### src/bst_pkg.sv
// Package with constants and types for the boundary-scan test access port.
package bst_pkg;

    // ------------------------------------------------------------------
    // Register sizes
    // ------------------------------------------------------------------
    localparam int IR_WIDTH   = 3;
    localparam int ID_WIDTH   = 32;
    localparam int BSR_WIDTH  = 90;
    localparam int RING_IN    = 45;
    localparam int RING_OUT   = 36;
    localparam int OE_CELL    = 89;

    // ------------------------------------------------------------------
    // Instruction codes (three-bit instruction register)
    // ------------------------------------------------------------------
    localparam logic [2:0] INS_EXTEST  = 3'h0;
    localparam logic [2:0] INS_IDCODE  = 3'h1;
    localparam logic [2:0] INS_SAMPLEZ = 3'h2;
    localparam logic [2:0] INS_SAMPLE  = 3'h4;
    localparam logic [2:0] INS_BYPASS  = 3'h7;

    // Fixed capture pattern for the two low instruction bits.
    localparam logic [1:0] IR_CAPTURE_LOW = 2'h1;

    // Identification code; the value is arbitrary.
    localparam logic [31:0] ID_CODE_VALUE = 32'h0A5C_3001;

    // Consecutive mode-select highs that force the reset state.
    localparam logic [2:0] TMS_RESET_COUNT = 3'h5;

    // ------------------------------------------------------------------
    // Controller states, one-hot
    // ------------------------------------------------------------------
    typedef enum logic [15:0] {
        ST_RESET   = 16'h0001,
        ST_IDLE    = 16'h0002,
        ST_SEL_DR  = 16'h0004,
        ST_CAP_DR  = 16'h0008,
        ST_SH_DR   = 16'h0010,
        ST_EX1_DR  = 16'h0020,
        ST_PAU_DR  = 16'h0040,
        ST_EX2_DR  = 16'h0080,
        ST_UPD_DR  = 16'h0100,
        ST_SEL_IR  = 16'h0200,
        ST_CAP_IR  = 16'h0400,
        ST_SH_IR   = 16'h0800,
        ST_EX1_IR  = 16'h1000,
        ST_PAU_IR  = 16'h2000,
        ST_EX2_IR  = 16'h4000,
        ST_UPD_IR  = 16'h8000
    } bst_state_type;

    // System side of the I/O ring.
    typedef struct packed {
        logic [RING_IN-1:0]  pinIn;
        logic [RING_OUT-1:0] pinOut;
    } bst_ring_type;

    // Values driven back onto the system pins.
    typedef struct packed {
        logic                overrideEn;
        logic [RING_OUT-1:0] outData;
        logic                outDriveEn;
    } bst_drive_type;

endpackage

### src/bst_tap.sv
// Boundary-scan test access port: controller, instruction, bypass, ID and boundary registers.
//
// Overview of operation
// Sample inputs on rise, update outputs on fall.
// Mode select steers controller; undriven reads high.
// Undriven serial input reads high.
// Exactly one data register chosen by instruction.
// Shift in at MSB, out at LSB.
// Serial output driven only while shifting.
// Five high mode-select edges reach reset.
// Power-up reset keeps serial output floating.
// Unused port: hold test clock low.
// Three-bit instruction register loaded serially.
// Identification instruction at power-up and reset.
// Instruction capture loads low bits with 01.
// One-bit bypass register cleared on capture.
// Boundary register captures ring, shifts in data-shift.
// Ring capture under external test and sample instructions.
// Identification register captures fixed 32-bit code.
// New instruction takes effect at instruction update.
// Bypass instruction routes data through bypass bit.
// External test drives preloaded values onto pins.
// Standard sixteen-state controller, one step per rise.
module bst_tap
    import bst_pkg::*;
(
    input  wire logic          clk_sys,
    input  wire logic          rstn,
    input  wire logic          testClk,
    input  wire logic          modeSel,
    input  wire logic          modeSelDriven,
    input  wire logic          dataIn,
    input  wire logic          dataInDriven,
    input  wire bst_ring_type  ring,
    output bst_drive_type      drive,
    output logic               dataOut,
    output logic               dataOutEn_n
);

    // ------------------------------------------------------------------
    // Input synchronisers
    // ------------------------------------------------------------------
    logic [1:0] clkSync_reg;
    logic [1:0] tmsSync_reg;
    logic [1:0] tdiSync_reg;
    logic       clkLast_reg;

    // Two flip-flops on the clock, mode-select and data pins; the ring input is captured without them.
    always_ff @(posedge clk_sys or negedge rstn) begin
        if (!rstn) begin
            clkSync_reg <= 2'h0;
            tmsSync_reg <= 2'h3;
            tdiSync_reg <= 2'h3;
            clkLast_reg <= 1'h0;
        end else begin
            clkSync_reg <= {clkSync_reg[0], testClk};
            tmsSync_reg <= {tmsSync_reg[0], modeSel | ~modeSelDriven};
            tdiSync_reg <= {tdiSync_reg[0], dataIn | ~dataInDriven};
            clkLast_reg <= clkSync_reg[1];
        end
    end

    // Edge strobes of the test clock; a held-low clock never advances.
    wire riseEn = clkSync_reg[1] & ~clkLast_reg;
    wire fallEn = ~clkSync_reg[1] & clkLast_reg;
    wire tms    = tmsSync_reg[1];
    wire tdi    = tdiSync_reg[1];

    // ------------------------------------------------------------------
    // Controller state machine
    // ------------------------------------------------------------------
    bst_state_type state_reg;
    bst_state_type state_next;

    // Standard sixteen-state transition table.
    always_comb begin
        case (state_reg)
            ST_RESET:  state_next = tms ? ST_RESET  : ST_IDLE;
            ST_IDLE:   state_next = tms ? ST_SEL_DR : ST_IDLE;
            ST_SEL_DR: state_next = tms ? ST_SEL_IR : ST_CAP_DR;
            ST_CAP_DR: state_next = tms ? ST_EX1_DR : ST_SH_DR;
            ST_SH_DR:  state_next = tms ? ST_EX1_DR : ST_SH_DR;
            ST_EX1_DR: state_next = tms ? ST_UPD_DR : ST_PAU_DR;
            ST_PAU_DR: state_next = tms ? ST_EX2_DR : ST_PAU_DR;
            ST_EX2_DR: state_next = tms ? ST_UPD_DR : ST_SH_DR;
            ST_UPD_DR: state_next = tms ? ST_SEL_DR : ST_IDLE;
            ST_SEL_IR: state_next = tms ? ST_RESET  : ST_CAP_IR;
            ST_CAP_IR: state_next = tms ? ST_EX1_IR : ST_SH_IR;
            ST_SH_IR:  state_next = tms ? ST_EX1_IR : ST_SH_IR;
            ST_EX1_IR: state_next = tms ? ST_UPD_IR : ST_PAU_IR;
            ST_PAU_IR: state_next = tms ? ST_EX2_IR : ST_PAU_IR;
            ST_EX2_IR: state_next = tms ? ST_UPD_IR : ST_SH_IR;
            ST_UPD_IR: state_next = tms ? ST_SEL_DR : ST_IDLE;
            default:   state_next = ST_RESET;
        endcase
    end

    // State advances only on a sampled rising test-clock edge.
    always_ff @(posedge clk_sys or negedge rstn) begin
        if (!rstn) begin
            state_reg <= ST_RESET;
        end else if (riseEn) begin
            state_reg <= state_next;
        end
    end

    // ------------------------------------------------------------------
    // State decodes and register selection
    // ------------------------------------------------------------------
    logic [IR_WIDTH-1:0] irShift_reg;
    logic [IR_WIDTH-1:0] irActive_reg;

    wire toReset  = (state_next == ST_RESET);
    wire capDr    = (state_reg == ST_CAP_DR);
    wire shDr     = (state_reg == ST_SH_DR);
    wire updDr    = (state_reg == ST_UPD_DR);
    wire capIr    = (state_reg == ST_CAP_IR);
    wire shIr     = (state_reg == ST_SH_IR);
    wire updIr    = (state_reg == ST_UPD_IR);
    wire selId    = (irActive_reg == INS_IDCODE);
    wire selExt   = (irActive_reg == INS_EXTEST);
    wire selSampZ = (irActive_reg == INS_SAMPLEZ);
    wire selBsr   = selExt | selSampZ | (irActive_reg == INS_SAMPLE);
    wire selByp   = ~selId & ~selBsr;

    // ------------------------------------------------------------------
    // Instruction register
    // ------------------------------------------------------------------
    // Shift stage captures 01 in its low bits; the active copy changes at update.
    always_ff @(posedge clk_sys or negedge rstn) begin
        if (!rstn) begin
            irShift_reg  <= INS_IDCODE;
            irActive_reg <= INS_IDCODE;
        end else if (riseEn) begin
            if (toReset) begin
                irActive_reg <= INS_IDCODE;
            end else if (capIr) begin
                irShift_reg <= {irShift_reg[IR_WIDTH-1], IR_CAPTURE_LOW};
            end else if (shIr) begin
                irShift_reg <= {tdi, irShift_reg[IR_WIDTH-1:1]};
            end else if (updIr) begin
                irActive_reg <= irShift_reg;
            end
        end
    end

    // ------------------------------------------------------------------
    // Data registers
    // ------------------------------------------------------------------
    logic                 bypass_reg;
    logic [ID_WIDTH-1:0]  idShift_reg;
    logic [BSR_WIDTH-1:0] bsrShift_reg;
    logic [BSR_WIDTH-1:0] bsrHold_reg;

    // Bypass bit clears on capture and shifts one stage.
    always_ff @(posedge clk_sys or negedge rstn) begin
        if (!rstn) begin
            bypass_reg <= 1'h0;
        end else if (riseEn && selByp) begin
            if (capDr) begin
                bypass_reg <= 1'h0;
            end else if (shDr) begin
                bypass_reg <= tdi;
            end
        end
    end

    // Identification register loads the hardwired code and shifts toward the LSB.
    always_ff @(posedge clk_sys or negedge rstn) begin
        if (!rstn) begin
            idShift_reg <= ID_CODE_VALUE;
        end else if (riseEn && selId) begin
            if (capDr) begin
                idShift_reg <= ID_CODE_VALUE;
            end else if (shDr) begin
                idShift_reg <= {tdi, idShift_reg[ID_WIDTH-1:1]};
            end
        end
    end

    // Boundary register snapshots the ring, shifts, and latches at update.
    always_ff @(posedge clk_sys or negedge rstn) begin
        if (!rstn) begin
            bsrShift_reg <= '0;
            bsrHold_reg  <= {1'h1, {(BSR_WIDTH-1){1'h0}}};
        end else if (riseEn) begin
            if (toReset) begin
                bsrHold_reg[OE_CELL] <= 1'h1;
            end else if (selBsr && capDr) begin
                bsrShift_reg <= {1'h1, {(BSR_WIDTH-1-RING_IN-RING_OUT){1'h0}}, ring};
            end else if (selBsr && shDr) begin
                bsrShift_reg <= {tdi, bsrShift_reg[BSR_WIDTH-1:1]};
            end else if (selBsr && updDr) begin
                bsrHold_reg <= bsrShift_reg;
            end
        end
    end

    // ------------------------------------------------------------------
    // Serial output and pin drive
    // ------------------------------------------------------------------
    wire drBit = selId ? idShift_reg[0] : (selBsr ? bsrShift_reg[0] : bypass_reg);
    wire soBit = shIr ? irShift_reg[0] : drBit;

    // Serial output moves only on falling edges and floats outside shift states.
    always_ff @(posedge clk_sys or negedge rstn) begin
        if (!rstn) begin
            dataOut     <= 1'h0;
            dataOutEn_n <= 1'h1;
        end else if (fallEn) begin
            dataOut     <= soBit;
            dataOutEn_n <= ~(shIr | shDr);
        end
    end

    // Pin override from the held boundary cells; sample-Z floats the bus.
    always_ff @(posedge clk_sys or negedge rstn) begin
        if (!rstn) begin
            drive <= '0;
        end else if (fallEn) begin
            drive.overrideEn <= selExt | selSampZ;
            drive.outData    <= bsrHold_reg[RING_OUT-1:0];
            drive.outDriveEn <= selExt & bsrHold_reg[OE_CELL];
        end
    end

endmodule

### config.mk
export PLATFORM = sky130hd
export DESIGN_NAME = bst_tap
export DESIGN_NICKNAME = d
export VERILOG_FILES = /design/src/bst_pkg.sv /design/src/bst_tap.sv
export SDC_FILE = /design/constraint.sdc
export NUM_CORES = 1
export LEC_CHECK = 0
export ABC_AREA = 1
export BUFFER_PORTS_ARGS = -buffer_cell sky130_fd_sc_hd__buf_2
export CAP_MARGIN = 40
export CORE_UTILIZATION = 38
export CTS_BUF_LIST = sky130_fd_sc_hd__clkbuf_16
export DETAILED_ROUTE_END_ITERATION = 10
export GPL_ROUTABILITY_DRIVEN = 1
export GPL_TIMING_DRIVEN = 0
export HOLD_SLACK_MARGIN = 0.12
export PLACE_DENSITY = 0.65
export REMOVE_ABC_BUFFERS = 1
export SLEW_MARGIN = 20
export SYNTH_ARGS = -nofsm -noshare
export SYNTH_HDL_FRONTEND = slang
export SYNTH_SLANG_ARGS = --single-unit
export TNS_END_PERCENT = 20
### constraint.sdc
create_clock -name clk_sys -period 1.8 [get_ports clk_sys]
set_clock_uncertainty 0.05 [all_clocks]
set_input_delay 0.27 -clock clk_sys [delete_from_list [all_inputs] [get_ports clk_sys]]
set_output_delay 0.27 -clock clk_sys [all_outputs]
set_load 0.01 [all_outputs]
==> results.sh <==
export IMPL_run_status="complete, but fails checks"
export IMPL_failing_checks="negative setup slack"
export IMPL_post_synth_num_cell_types=32
export IMPL_grt_max_degree=100
export IMPL_timing_max_slew_rel_slack=0.632
export IMPL_peak_supply_drop_mv=0.665
export IMPL_crit_path_max_incr_delay_ns=0.40
export IMPL_critical_path_capture_point_type="flop"
export IMPL_worstReg2RegStart="state_reg[13]$_DFFE_PN0P_"
export IMPL_area_of_all_sequential_standard_cells_um2=5750
export IMPL_cts_root_buffer_cell="sky130_fd_sc_hd__clkbuf_16"
export IMPL_fin_nets=1533
export IMPL_grt_ovfl_total=0
export IMPL_finalSetupViolations=168
export IMPL_drt_first_pass_iters=5
export IMPL_ys_seq_area_frac=0.573
export IMPL_seq_cells_post_synth=229
export IMPL_yosys_warnings=0
export IMPL_finalWirelength_um=30500
export IMPL_crit_path_cell_trace="nor2_2 > nand2_2 > nor2_4 > buf_6 > nand2_8 > nand2_8 > nand2_8 > nor2_4 > clkbuf_16 > buf_16 > buf_16 > clkbuf_16 > nor2_1 > a31oi_1"
export IMPL_die_y_um=164
export IMPL_timing_critical_path_required_ns=2.19
export IMPL_fillerInstances=2220
export IMPL_place_hpwl_um=14700
export IMPL_synth_area_per_cell_um2=8.43
export IMPL_report_final_hold_viol_count=0
export IMPL_post_place_cells=1595
export IMPL_synth_async_sr_flop_share=1.00
export IMPL_worst_r2r_setup_slack_ns=-0.45
export IMPL_p_leak_uw=0.00712
export IMPL_antenna_found_initial=0
export IMPL_synthesis_area_um2=10000
export IMPL_drive_gt1_frac=0.246
export IMPL_timing_final_max_slew_violations=0
export IMPL_fin_ws_ns=-0.448
export IMPL_largest_reg_flops=90
export IMPL_synth_enable_flop_cells=0
export IMPL_timing_critical_path_slowest_stage_cell="sky130_fd_sc_hd__dfrtp_1"
export IMPL_reg2reg_to="bsrShift_reg[63]$_DFFE_PN0P_"
export IMPL_number_of_clock_sinks_seen_by_cts=229
export IMPL_ff2ff_path_depth=14
export IMPL_synth_top_area_share=0.526
export IMPL_utilization=0.549
export IMPL_wl_per_cell_um=16.9
export IMPL_floorplan_die_area_um2=27100
export IMPL_route_antenna_remaining_nets=0
export IMPL_tritoncts="built"
export IMPL_fin_setup_tns_ns=-46.74
export IMPL_setup_worst_path_start_class="flop"
export IMPL_cp_data_arrival_time_ns=2.64
export IMPL_buffer_ports_inserted=127
export IMPL_achievable_frequency_mhz=445
export IMPL_fin_area_um2=14300
export IMPL_remaining_drc_errors=0
export IMPL_grt_util_all_layers=0.217
export IMPL_layout_worst_path_cycle_share=1.25
export IMPL_areaGrowthSynthToFinish_pct=42.2
export IMPL_design_core_area_um2=26000
export IMPL_stdcell_count=1800
export IMPL_placed_standard_cell_area_um2=11100
export IMPL_clk_pin_slew_worst_setup_hold_paths_ns=0.06
export IMPL_cts_buffers_inserted=26
export IMPL_clk_path_buf_depth=3
export IMPL_gpl_final_weighted_congestion=0.857
export IMPL_via_per_inst=5.19
export IMPL_global_route_wire_length_before_repair_um=46500
export IMPL_crit_path_max_fo=8
export IMPL_netlist_instances=1190
export IMPL_fp_dieW_um=164
export IMPL_multi_input_area_um2=4300
export IMPL_crit_path_frequent_cell="sky130_fd_sc_hd__nand2_8"
export IMPL_worstMarginPinSlew_ns=0.551
export IMPL_min_period_ns=2.25
export IMPL_initial_drc_count=884
export IMPL_yosysTopAreaCell="sky130_fd_sc_hd__dfrtp_1"
export IMPL_std_cell_rows=59
export IMPL_ioPinCount=128
export IMPL_antenna_cells_inserted=0
export IMPL_cts_htree_levels=1
export IMPL_cap_violations=0
export IMPL_crit_path_class="flop to flop"
export IMPL_floorplan_initialDensity=0.386
export IMPL_dr_total_vias=9335
export IMPL_hold_class="primary input to async pin"
export IMPL_insertion_delay_ns=0.53
export IMPL_power_per_cell_area_nw_per_um2=864
export IMPL_rsz_0062_raised_after_global_routing="true"
export IMPL_number_of_global_route_vias_before_repair=8973
export IMPL_netlist_top_cells_area="sky130_fd_sc_hd__dfrtp_1 (53%), sky130_fd_sc_hd__nand2_1 (18%), sky130_fd_sc_hd__a31oi_1 (5.1%), sky130_fd_sc_hd__dfstp_2 (4.7%), sky130_fd_sc_hd__nor2_1 (4.6%)"
export IMPL_yosys_most_used_dff="sky130_fd_sc_hd__dfrtp_1"
-- through the flow --
stage	hold slack (ns)	total power, uW	worst slack [ns]
2_1_floorplan	-0.0756	6310	-3.31
3_3_place_gp	0.286	6850	-5.81
3_5_place_dp	0.148	6950	-1.60
4_1_cts	0.197	12300	-0.390
5_1_grt	0.212	12800	-0.554
6_report	0.192	12300	-0.448
-- cell usage in the layout, fill, tap and decap left out, types with 3 or more instances in the layout --
cell type / n
sky130_fd_sc_hd__nand2_1: 453
sky130_fd_sc_hd__dfrtp_1: 211
sky130_fd_sc_hd__buf_2: 126
sky130_fd_sc_hd__nor2_1: 95
sky130_fd_sc_hd__dlygate4sd3_1: 87
sky130_fd_sc_hd__a31oi_1: 73
sky130_fd_sc_hd__inv_1: 41
sky130_fd_sc_hd__nand4_1: 41
sky130_fd_sc_hd__nand3_1: 40
sky130_fd_sc_hd__clkbuf_16: 32
sky130_fd_sc_hd__buf_4: 29
sky130_fd_sc_hd__o21ai_0: 25
sky130_fd_sc_hd__nand2_2: 21
sky130_fd_sc_hd__nor2_4: 20
sky130_fd_sc_hd__nor2_2: 20
sky130_fd_sc_hd__buf_16: 19
sky130_fd_sc_hd__dfstp_2: 18
sky130_fd_sc_hd__buf_12: 14
sky130_fd_sc_hd__nand2_4: 12
sky130_fd_sc_hd__a21oi_1: 12
sky130_fd_sc_hd__a31oi_2: 7
sky130_fd_sc_hd__buf_6: 7
sky130_fd_sc_hd__clkinv_1: 6
sky130_fd_sc_hd__nand3_2: 5
sky130_fd_sc_hd__o22ai_1: 5
sky130_fd_sc_hd__nand2_8: 4
sky130_fd_sc_hd__o21ai_1: 4
sky130_fd_sc_hd__buf_8: 4
sky130_fd_sc_hd__nor3_1: 3
-- timing repair --
item,4_1_cts,5_1_grt
hold endpoints to repair,303,0
setup endpoints to repair,174,176
buffers inserted,44,6
pin swaps,20,27
hold buffers,87,0
resized for setup,85,74
cloned,17,5
-- critical path, delay by kind of cell (launching register included) --
family / cells / cell delay (ns)
AOI/OAI and AO/OA: 1 / 0.18
buffers and inverters: 5 / 0.70
DFF: 1 / 0.40
and+or+nand+nor: 8 / 0.82
-- routing by layer --
layer | vias up | GRT usage | part of all wire
li1 | 4423 | - | -
met1 | 4532 | 0.293 | 0.42
met2 | 326 | 0.368 | 0.50
met3 | 54 | 0.0306 | 0.058
met4 | 0 | 0.0546 | 0.022
met5 | - | 0 | 0
-- cells in the mapped netlist (8+ instances only) --
library cell,instances
sky130_fd_sc_hd__o21ai_0,29
sky130_fd_sc_hd__nor2_1,122
sky130_fd_sc_hd__nand4_1,41
sky130_fd_sc_hd__nand2_2,8
sky130_fd_sc_hd__a31oi_1,81
sky130_fd_sc_hd__buf_2,31
sky130_fd_sc_hd__nand2_1,478
sky130_fd_sc_hd__dfrtp_1,211
sky130_fd_sc_hd__nand3_1,46
sky130_fd_sc_hd__nor2_2,11
sky130_fd_sc_hd__inv_1,31
sky130_fd_sc_hd__a21oi_1,14
sky130_fd_sc_hd__dfstp_2,18
sky130_fd_sc_hd__clkbuf_1,28
-- kinds of logic after synthesis --
| kind of cell | share of synthesized area |
|---|---|
| simple gates | 0.297 |
| compound gates | 0.0802 |
| buf+inv | 0.0493 |
| flops | 0.573 |
-- final cells by class --
class | instances | share of cell area
clock inverter | 21 | 0.00781
timing repair buffer | 292 | 0.198
sequential | 229 | 0.403
tap | 335 | 0.0294
timing repair inverter | 1 | 0.00114
clock buffer | 27 | 0.0474
multi-input combinational | 860 | 0.302
inverter | 35 | 0.0119
-- worst max-delay path by stage --
stage                                   end                 startpoint  slack, ns
2_1_floorplan   bsrShift_reg[0]$_DFFE_PN0P_   clkSync_reg[1]$_DFF_PN0_      -3.31
3_3_place_gp   bsrShift_reg[53]$_DFFE_PN0P_   clkSync_reg[1]$_DFF_PN0_      -5.81
3_5_place_dp   bsrShift_reg[59]$_DFFE_PN0P_  state_reg[12]$_DFFE_PN0P_      -1.60
4_1_cts        bsrShift_reg[59]$_DFFE_PN0P_   state_reg[8]$_DFFE_PN0P_      -0.39
5_1_grt        bsrShift_reg[63]$_DFFE_PN0P_  state_reg[13]$_DFFE_PN0P_      -0.55
6_report       bsrShift_reg[63]$_DFFE_PN0P_  state_reg[13]$_DFFE_PN0P_      -0.45
-- where the power goes --
group	leakage (uW)	internal, uW	switching (uW)
clock network	0.000423	2820	2060
registers	0.00268	5470	195
logic	0.00402	788	990
No activity file was read; power rests on OpenSTA's default activity.
